==> src/pss_pkg.sv <==
// Package of the program sequencer: widths, constants, types.
// Assumes one clock, synchronous active-high reset, decoder-driven commands.
package pss_pkg;
	localparam int PC_W = 13;
	localparam int RAS_DEPTH = 5;
	localparam int IFS_DEPTH = 3;
	localparam logic [2:0] SP_RESET = 3'h5;
	localparam logic [2:0] SP_FAULT = 3'h6;
	localparam logic [1:0] IFS_LAST = 2'h2;
	localparam logic [PC_W-1:0] PC_RESET = 13'h0000;
	localparam logic [PC_W-1:0] DIRECT_CALL_MASK = 13'h07FF;
	localparam logic [PC_W-1:0] VEC_TIMER8 = 13'h0003;
	localparam logic [PC_W-1:0] VEC_PIN_EDGE = 13'h0002;
	localparam logic [PC_W-1:0] VEC_INTERVAL = 13'h0001;
	localparam int SYSCALL_BLOCK_LSB = 8;
	localparam int SYSCALL_STEP_W = 4;
	localparam logic [7:0] OFS_STATUS = 8'h00;
	localparam logic [7:0] OFS_MASK = 8'h04;
	localparam logic [7:0] OFS_FETCH = 8'h08;
	localparam logic [7:0] OFS_STACK = 8'h0C;
	localparam int EV_W = 4;
	localparam int EV_STACK_FAULT = 0;
	localparam int EV_IFS_LOST = 1;
	localparam int EV_WDT_RESET = 2;
	localparam int EV_IRQ_TAKEN = 3;
	localparam logic [EV_W-1:0] EV_RESET = 4'h0;

	typedef enum logic [3:0] {
		PSS_OP_NEXT, PSS_OP_JUMP, PSS_OP_CALL, PSS_OP_JUMP_REG, PSS_OP_CALL_REG,
		PSS_OP_SYSCALL, PSS_OP_TABLE1, PSS_OP_TABLE2, PSS_OP_RET, PSS_OP_SKIP_EXIT_OP,
		PSS_OP_IRQ_EXIT_OP, PSS_OP_PUSH, PSS_OP_POP, PSS_OP_IRQ
	} pss_op_t;

	typedef struct packed {
		logic            seg;
		logic [PC_W-1:0] pc;
	} pss_addr_t;

	typedef struct packed {
		pss_op_t         op;
		logic [PC_W-1:0] target;
		logic [6:0]      entry;
	} pss_cmd_t;

	typedef struct packed {
		logic bank;
		logic bcd;
		logic cmp;
		logic cy;
		logic z;
		logic ixe;
	} pss_flags_t;

	typedef struct packed {
		logic [7:0]  addr;
		logic [31:0] wdata;
		logic        wr;
		logic        rd;
	} pss_bus_t;
endpackage

==> src/pss_irq_flag_stack.sv <==
// Three-level interrupt flag stack with circular overwrite of the oldest.
// Assumes push and pop never arrive in the same cycle.
`timescale 1ns/10ps
module pss_irq_flag_stack
	import pss_pkg::*;
(
	input  wire logic       ref_clk,
	input  wire logic       clr,
	input  wire logic       push,
	input  pss_pkg::pss_flags_t din,
	input  wire logic       pop,
	output pss_pkg::pss_flags_t top,
	output logic            lost,
	output logic [1:0]      depth
);
	pss_flags_t ent [IFS_DEPTH];
	logic [1:0] wp_r;
	logic [1:0] cnt_r;
	wire  [1:0] wp_inc = (wp_r == IFS_LAST) ? 2'h0 : wp_r + 2'h1;
	wire  [1:0] wp_dec = (wp_r == 2'h0) ? IFS_LAST : wp_r - 2'h1;

	genvar i;
	generate
		for (i = 0; i < IFS_DEPTH; i++) begin : g_ent
			always_ff @(posedge ref_clk) begin
				if (clr)
					ent[i] <= '0;
				else if (push && wp_r == 2'(i))
					ent[i] <= din;
			end
		end
	endgenerate

	always_ff @(posedge ref_clk) begin
		if (clr) begin
			wp_r  <= 2'h0;
			cnt_r <= 2'h0;
		end else if (push) begin
			wp_r <= wp_inc;
			if (cnt_r != 2'(IFS_DEPTH))
				cnt_r <= cnt_r + 2'h1;
		end else if (pop) begin
			wp_r <= wp_dec;
			if (cnt_r != 2'h0)
				cnt_r <= cnt_r - 2'h1;
		end
	end

	assign top   = ent[wp_dec];
	assign lost  = push && cnt_r == 2'(IFS_DEPTH);
	assign depth = cnt_r;
endmodule

==> src/pss_ras_mem.sv <==
// Return address stack storage, five entries, registered read port.
// Assumes the caller blocks writes to indexes outside the stack.
`timescale 1ns/10ps
module pss_ras_mem
	import pss_pkg::*;
(
	input  wire logic      ref_clk,
	input  wire logic      rst,
	input  wire logic      we,
	input  wire logic [2:0] waddr,
	input  pss_pkg::pss_addr_t wdata,
	input  wire logic [2:0] raddr,
	output pss_pkg::pss_addr_t rdata
);
	pss_addr_t mem [RAS_DEPTH];
	pss_addr_t rdata_r;

	genvar i;
	generate
		for (i = 0; i < RAS_DEPTH; i++) begin : g_ent
			always_ff @(posedge ref_clk) begin
				if (rst)
					mem[i] <= '0;
				else if (we && waddr == 3'(i))
					mem[i] <= wdata;
			end
		end
	endgenerate

	// Write-through so a push is visible as the top in the next cycle
	always_ff @(posedge ref_clk) begin
		if (rst)
			rdata_r <= '0;
		else if (we && waddr == raddr)
			rdata_r <= wdata;
		else if (raddr < 3'(RAS_DEPTH))
			rdata_r <= mem[raddr];
		else
			rdata_r <= '0;
	end

	assign rdata = rdata_r;
endmodule

==> src/pss_sequencer.sv <==
// Program sequencer: fetch pointer, next-address selection, stacks,
// interrupt vectors, stack fault reset, and a small register port.
// Assumes the decoder issues one command per cycle with cmd_valid.
//
// Implementation choices: strobed register access and the address map.
`timescale 1ns/10ps
module pss_sequencer (
	input  wire logic              ref_clk,
	input  wire logic              rst,
	input  wire logic              wdt_reset,
	input  wire logic              cmd_valid,
	input  pss_pkg::pss_cmd_t      cmd,
	input  wire logic [2:0]        irq_req,
	input  pss_pkg::pss_addr_t     address_pair_register,
	input  pss_pkg::pss_flags_t    status_flags_word,
	input  pss_pkg::pss_bus_t      bus,
	output pss_pkg::pss_addr_t     fetch_pointer,
	output logic                   ar_load,
	output pss_pkg::pss_addr_t     ar_data,
	output logic                   flags_load,
	output pss_pkg::pss_flags_t    flags_data,
	output logic [2:0]             irq_ack,
	output logic                   reset_pull,
	output logic [31:0]            bus_rdata,
	output logic                   irq
);
	import pss_pkg::*;

	// Architectural state
	pss_addr_t  fp_r;
	pss_addr_t  fp_nxt;
	logic [3:0] stack_index_r;
	logic [3:0] stack_index_nxt;
	logic       ar_load_r;
	pss_addr_t  ar_data_r;
	logic       flags_load_r;
	pss_flags_t flags_data_r;
	logic [2:0] irq_ack_r;
	logic       reset_pull_r;

	// Software view
	logic [EV_W-1:0] status_r;
	logic [EV_W-1:0] status_nxt;
	logic [EV_W-1:0] mask_r;
	logic [31:0]     rdata_r;
	logic            irq_r;

	// Stack plumbing
	pss_addr_t  ras_top;
	pss_addr_t  ras_wdata;
	logic       ras_we;
	pss_flags_t ifs_top;
	logic       ifs_lost;
	logic [1:0] ifs_depth;

	// Command decode
	wire op_jump     = cmd_valid && cmd.op == PSS_OP_JUMP;
	wire op_call     = cmd_valid && cmd.op == PSS_OP_CALL;
	wire op_jump_reg = cmd_valid && cmd.op == PSS_OP_JUMP_REG;
	wire op_call_reg = cmd_valid && cmd.op == PSS_OP_CALL_REG;
	wire op_syscall  = cmd_valid && cmd.op == PSS_OP_SYSCALL;
	wire op_table1   = cmd_valid && cmd.op == PSS_OP_TABLE1;
	wire op_table2   = cmd_valid && cmd.op == PSS_OP_TABLE2;
	wire op_ret      = cmd_valid && cmd.op == PSS_OP_RET;
	wire op_skip_exit_op    = cmd_valid && cmd.op == PSS_OP_SKIP_EXIT_OP;
	wire op_irq_exit_op     = cmd_valid && cmd.op == PSS_OP_IRQ_EXIT_OP;
	wire op_push     = cmd_valid && cmd.op == PSS_OP_PUSH;
	wire op_pop      = cmd_valid && cmd.op == PSS_OP_POP;
	wire op_irq_cmd  = cmd_valid && cmd.op == PSS_OP_IRQ;
	wire op_next     = cmd_valid && cmd.op == PSS_OP_NEXT;

	// An acknowledge with no pending request is ignored
	wire irq_take = op_irq_cmd && (|irq_req);

	// Stack index movement
	wire push_ret  = op_call || op_call_reg || op_syscall || op_table1;
	wire stk_push  = push_ret || op_push || irq_take;
	wire stk_pop   = op_ret || op_skip_exit_op || op_irq_exit_op || op_table2 || op_pop;

	wire [2:0] sp_low  = stack_index_r[2:0];
	wire [2:0] sp_dec  = sp_low - 3'h1;
	wire [2:0] sp_inc  = sp_low + 3'h1;
	wire [2:0] sp_move = stk_push ? sp_dec : (stk_pop ? sp_inc : sp_low);

	// Index stays in 0..7; any value of 6 or more means nesting fault
	wire stack_fault = sp_move >= SP_FAULT;
	wire soft_reset  = stack_fault || wdt_reset;

	assign stack_index_nxt = soft_reset ? {1'b0, SP_RESET} : {1'b0, sp_move};

	// Return address is the following step in the same segment
	wire [PC_W-1:0] pc_inc = fp_r.pc + 13'h0001;
	wire pss_addr_t ret_addr = '{seg: fp_r.seg, pc: pc_inc};

	// Interrupt vector by fixed priority
	wire [PC_W-1:0] irq_vec = irq_req[0] ? VEC_TIMER8 :
		(irq_req[1] ? VEC_PIN_EDGE : VEC_INTERVAL);
	wire [2:0] irq_onehot = irq_req[0] ? 3'h1 :
		(irq_req[1] ? 3'h2 : 3'h4);

	// System call target: segment 1, page 0, block, first 16 steps
	wire [PC_W-1:0] sys_target = {2'h0, cmd.entry[6:4], 4'h0, cmd.entry[SYSCALL_STEP_W-1:0]};

	// Direct call is confined to the low 2K words
	wire [PC_W-1:0] call_target = cmd.target & DIRECT_CALL_MASK;

	// Stack write: pair register on push, current pointer on interrupt, else return address
	assign ras_we    = stk_push && !stack_fault;
	assign ras_wdata = op_push ? address_pair_register :
		(irq_take ? fp_r : ret_addr);

	// Next fetch pointer
	always_comb begin
		fp_nxt = fp_r;
		if (op_jump) begin
			fp_nxt.pc = cmd.target;
		end else if (op_call) begin
			fp_nxt.pc = call_target;
		end else if (op_jump_reg || op_call_reg) begin
			fp_nxt = address_pair_register;
		end else if (op_table1) begin
			fp_nxt.pc = address_pair_register.pc;
		end else if (op_syscall) begin
			fp_nxt.seg = 1'b1;
			fp_nxt.pc  = sys_target;
		end else if (op_ret || op_irq_exit_op || op_table2) begin
			fp_nxt = ras_top;
		end else if (op_skip_exit_op) begin
			fp_nxt.seg = ras_top.seg;
			fp_nxt.pc  = ras_top.pc + 13'h0001;
		end else if (irq_take) begin
			fp_nxt.seg = 1'b0;
			fp_nxt.pc  = irq_vec;
		end else if (op_next || op_push || op_pop) begin
			// Plain step, push and pop advance to the following step
			fp_nxt.pc = pc_inc;
		end
	end

	always_ff @(posedge ref_clk) begin
		if (rst || soft_reset)
			fp_r <= '{seg: 1'b0, pc: PC_RESET};
		else
			fp_r <= fp_nxt;
	end

	always_ff @(posedge ref_clk) begin
		if (rst)
			stack_index_r <= {1'b0, SP_RESET};
		else
			stack_index_r <= stack_index_nxt;
	end

	pss_ras_mem u_ras (
		.ref_clk (ref_clk),
		.rst     (rst),
		.we      (ras_we),
		.waddr   (sp_dec),
		.wdata   (ras_wdata),
		.raddr   (stack_index_nxt[2:0]),
		.rdata   (ras_top)
	);

	pss_irq_flag_stack u_ifs (
		.ref_clk (ref_clk),
		.clr     (rst || soft_reset),
		.push    (irq_take && !stack_fault),
		.din     (status_flags_word),
		.pop     (op_irq_exit_op && !stack_fault),
		.top     (ifs_top),
		.lost    (ifs_lost),
		.depth   (ifs_depth)
	);

	// Pop to pair register and flag restore
	always_ff @(posedge ref_clk) begin
		if (rst || soft_reset) begin
			ar_load_r    <= 1'b0;
			ar_data_r    <= '0;
			flags_load_r <= 1'b0;
			flags_data_r <= '0;
			irq_ack_r    <= 3'h0;
		end else begin
			ar_load_r    <= op_pop;
			ar_data_r    <= op_pop ? ras_top : ar_data_r;
			flags_load_r <= op_irq_exit_op;
			flags_data_r <= op_irq_exit_op ? ifs_top : flags_data_r;
			irq_ack_r    <= irq_take ? irq_onehot : 3'h0;
		end
	end

	// Internal pull on the reset line, one cycle per fault
	always_ff @(posedge ref_clk) begin
		if (rst)
			reset_pull_r <= 1'b0;
		else
			reset_pull_r <= stack_fault;
	end

	// Event capture: a set in the clearing cycle wins
	wire [EV_W-1:0] ev_set;
	assign ev_set[EV_STACK_FAULT] = stack_fault;
	assign ev_set[EV_IFS_LOST]    = ifs_lost && irq_take && !stack_fault;
	assign ev_set[EV_WDT_RESET]   = wdt_reset;
	assign ev_set[EV_IRQ_TAKEN]   = irq_take && !stack_fault;

	wire wr_status = bus.wr && bus.addr == OFS_STATUS;
	wire wr_mask   = bus.wr && bus.addr == OFS_MASK;
	wire [EV_W-1:0] ev_clr = wr_status ? bus.wdata[EV_W-1:0] : '0;

	assign status_nxt = (status_r & ~ev_clr) | ev_set;

	always_ff @(posedge ref_clk) begin
		if (rst) begin
			status_r <= EV_RESET;
			mask_r   <= EV_RESET;
		end else begin
			status_r <= status_nxt;
			mask_r   <= wr_mask ? bus.wdata[EV_W-1:0] : mask_r;
		end
	end

	always_ff @(posedge ref_clk) begin
		if (rst)
			irq_r <= 1'b0;
		else
			irq_r <= |(status_nxt & (wr_mask ? bus.wdata[EV_W-1:0] : mask_r));
	end

	// Read decode
	wire [31:0] rd_status = {28'h0, status_r};
	wire [31:0] rd_mask   = {28'h0, mask_r};
	wire [31:0] rd_fetch  = {18'h0, fp_r};
	wire [31:0] rd_stack  = {26'h0, ifs_depth, stack_index_r};
	wire [31:0] rd_mux;
	assign rd_mux = (bus.addr == OFS_STATUS) ? rd_status :
		(bus.addr == OFS_MASK)  ? rd_mask :
		(bus.addr == OFS_FETCH) ? rd_fetch :
		(bus.addr == OFS_STACK) ? rd_stack : 32'h0;

	always_ff @(posedge ref_clk) begin
		if (rst)
			rdata_r <= 32'h0;
		else
			rdata_r <= bus.rd ? rd_mux : 32'h0;
	end

	assign fetch_pointer = fp_r;
	assign ar_load       = ar_load_r;
	assign ar_data       = ar_data_r;
	assign flags_load    = flags_load_r;
	assign flags_data    = flags_data_r;
	assign irq_ack       = irq_ack_r;
	assign reset_pull    = reset_pull_r;
	assign bus_rdata     = rdata_r;
	assign irq           = irq_r;
endmodule

==> config.mk <==
export PLATFORM = sky130hd
export DESIGN_NAME = pss_sequencer
export DESIGN_NICKNAME = d
export VERILOG_FILES = /design/src/pss_pkg.sv /design/src/pss_irq_flag_stack.sv /design/src/pss_ras_mem.sv /design/src/pss_sequencer.sv
export SDC_FILE = /design/constraint.sdc
export NUM_CORES = 1
export LEC_CHECK = 0
export BUFFER_PORTS_ARGS = -buffer_cell sky130_fd_sc_hd__buf_2
export CORE_AREA = 4 4 125 175
export DETAILED_ROUTE_END_ITERATION = 6
export DIE_AREA = 0 0 129 179
export GPL_TIMING_DRIVEN = 0
export PLACE_DENSITY_LB_ADDON = 0.05
export SLEW_MARGIN = 0
export SYNTH_ARGS = -nofsm -noshare
export SYNTH_HDL_FRONTEND = slang
export SYNTH_SLANG_ARGS = --single-unit
export TNS_END_PERCENT = 20
==> constraint.sdc <==
create_clock -name ref_clk -period 6.5 [get_ports ref_clk]
set_input_delay 0.65 -clock ref_clk [delete_from_list [all_inputs] [get_ports ref_clk]]
set_output_delay 0.65 -clock ref_clk [all_outputs]
set_load 0.01 [all_outputs]
==> flow_summary_export.csv <==
group,metric,value,unit
run,maxCapViolations,0,
synthesis,syn_avg_cell_area,9.54,um2
timing,period_minus_slack,3.35,ns
synthesis,synthFlopType,"edfxtp_1",
floorplanning,io-pin-count,166,
worst_setup_path,cp-end-kind,"register",
synthesis,synthCells,943,
worst_setup_path,arrival,3.70,ns
timing,relSlewSlack,0.123,
layout,area_growth,18.1,%
floorplanning,start_util,0.443,
layout,final_util,0.523,
clocking,cts.sinks,172,
place,dpl.hpwl,20900,um
timing,fmax,298,MHz
clocking,cts_hold_buf,0,
power,power.leakage,4.06,nW
detailed_routing,viasPerCell,5.51,
min_path,hp-class,"reg -> reg",
place,port_buffers,117,
synthesis,ys_warn_count,0,
power,power.density,241,nW/um2
clocking,htree_levels,4,
floorplanning,num_rows,62,
detailed_routing,ant_nets,0,
timing,grt_setup_unrepaired,"false",
layout,final_common_cell,"nor2_1",
global_route,grt_util_all_layers,0.236,
detailed_routing,first_pass_iters,5,
clocking,cts.repair.resized,0,
global_route,grt_antenna_before_repair,0,
timing,setup_viol,0,
timing,tightestPinTransition,1.31,ns
detailed_routing,vias,7515,
clocking,worstSkewPairLatency,0.44,ns
timing,slew_viol_final,0,
timing,fin_skew,0.0106,ns
synthesis,synthArstFlopShare,0,
power,ir_drop,0.180,mV
detailed_routing,finalWirelength,27100,um
worst_setup_path,start_kind,"register",
clocking,root_buffer,"clkbuf_16",
global_route,grt_pass1_vias,7150,
floorplanning,die_area,23100,um2
layout,fill_cells,1953,
clocking,cts.path.max_buffers,2,
worst_setup_path,required,6.85,ns
global_route,grt-ovfl-total,0,
clocking,cts_tree,"built",
synthesis,synth_edf_count,88,
detailed_routing,drcViolationCount,0,
worst_setup_path,crit_path_max_fanout,10,
clocking,cts_buffers,17,
synthesis,netlist-cell-type-count,75,
timing,hold_viol,0,
timing,finalSetupTns,0,ns
worst_setup_path,crit_type,"reg -> reg",
floorplanning,die_w,129,um
detailed_routing,drt-initial-drc-count,518,
floorplanning,chipHeight,179,um
timing,post-route-period-util,0.516,
layout,nets,1200,
clocking,clk_pin_slew_worst_paths,0.07,ns
synthesis,ys_ff_latch,172,
synthesis,ys_seq_area_frac,0.481,
timing,whs,0.452,ns
global_route,grt_max_degree,18,
outcome,outcome,"completed",
detailed_routing,routedWlPerCell,19.8,um
power,finalPower,2.56,mW
layout,final_cell_mix,"145 x nor2_1, 122 x buf_2, 89 x nand2_1",
layout,diodes,0,
layout,drive_above_1_share,0.204,
place,gp_congestion,0.935,
floorplanning,core_area,20300,um2
clocking,postCtsSetupRepairBufs,0,
global_route,grt_pass1_wl,41300,um
synthesis,syn_area,9000,um2
-- flip-flops by register name, indices dropped and copies added (netlist names), 2 cells and up --
signal,flops
u_ifs.ent,18
mask_r,4
irq_ack,3
u_ras.rdata,14
stack_index_r,3
u_ras.mem,70
ar_data,14
status_r,4
fetch_pointer,14
flags_data,6
u_ifs.wp_r,2
bus_rdata,14
u_ifs.depth,2
-- stage by stage --
stage | cell area, um2 | setup WS [ns] | std cells
after floorplan | 9060 | 3.51 | 960
after global placement | 9970 | 2.88 | 1333
after detailed placement | 9970 | 2.88 | 1333
after CTS | 10600 | 3.17 | 1365
after global routing | 10600 | 2.95 | 1365
final | 10600 | 3.15 | 1365
-- worst max-delay path, stage by stage (launching register included) --
cell	delay, ns
dfxtp_1	0.48
inv_1	0.13
ha_1	0.20
ha_1	0.34
inv_1	0.09
o31ai_1	0.09
o2bb2ai_1	0.71
clkbuf_1	0.51
nor2_1	0.10
a211o_1	0.34
a221oi_2	0.26
-- cells by family after synthesis --
family	synth area share
flip-flops	0.481
AO/OA/AOI/OAI	0.173
XOR/XNOR	0.0263
other	0.000417
buffers and inverters	0.0526
AND/OR/NAND/NOR	0.191
adder cells (fa/ha/maj)	0.0165
multiplexers	0.0594
-- where the power goes --
part | total, mW | switching (mW) | internal (mW)
combinational | 0.240 | 0.154 | 0.0865
sequential | 1.19 | 0.0177 | 1.17
clock | 1.13 | 0.475 | 0.660
total | 2.56 | 0.646 | 1.92
-- worst paths after layout --
kind,startpoint,end,slack (ns),depth (start not counted)
max,stack_index_r[1],u_ras.rdata[3],3.15,10
max reg2reg,stack_index_r[1],u_ras.rdata[3],3.15,10
min,ar_data[9],ar_data[9],0.45,2
min reg2reg,ar_data[9],ar_data[9],0.45,2
-- cell type report --
| cell class | instances | area, um2 | share of cell area |
|---|---|---|---|
| Buffer | 80 | 424 | 0.0399 |
| Clock buffer | 17 | 425 | 0.0400 |
| Multi-Input combinational cell | 695 | 4270 | 0.402 |
| Sequential cell | 172 | 4320 | 0.407 |
| Clock inverter | 15 | 226 | 0.0213 |
| Tap cell | 256 | 320 | 0.0302 |
| Inverter | 13 | 48.8 | 0.00459 |
| Timing Repair Buffer | 117 | 586 | 0.0551 |
-- cells in the mapped netlist (8+ instances only) --
master	instances	area [um2]
a211o_1	12	105
a211oi_1	11	82.6
a21oi_1	82	410
a21oi_2	9	78.8
a221oi_2	9	135
and2_1	32	200
and3_1	8	50.1
buf_4	21	158
clkbuf_1	45	169
dfxtp_1	84	1680
edfxtp_1	88	2640
ha_1	11	138
inv_1	13	48.8
mux2_2	13	146
mux2i_1	32	320
nand2_1	89	334
nand2b_1	8	50.1
nand3_1	18	90.1
nand4_1	11	68.8
nor2_1	145	544
nor3_1	16	80.1
o21ai_0	30	150
or3_1	10	62.6
xnor2_1	17	149
xor2_1	10	87.6
-- per-layer routing --
| metal | wire length, um | share of wire | track usage | up-vias |
|---|---|---|---|---|
| met5 | 0 | 0 | 0 | - |
| li1 | - | - | - | 3665 |
| met1 | 11200 | 0.41 | 0.285 | 3596 |
| met4 | 624 | 0.023 | 0.0797 | 0 |
| met3 | 1280 | 0.047 | 0.0382 | 41 |
| met2 | 14000 | 0.52 | 0.422 | 213 |
Note: power is estimated with default switching activity, not from simulation.
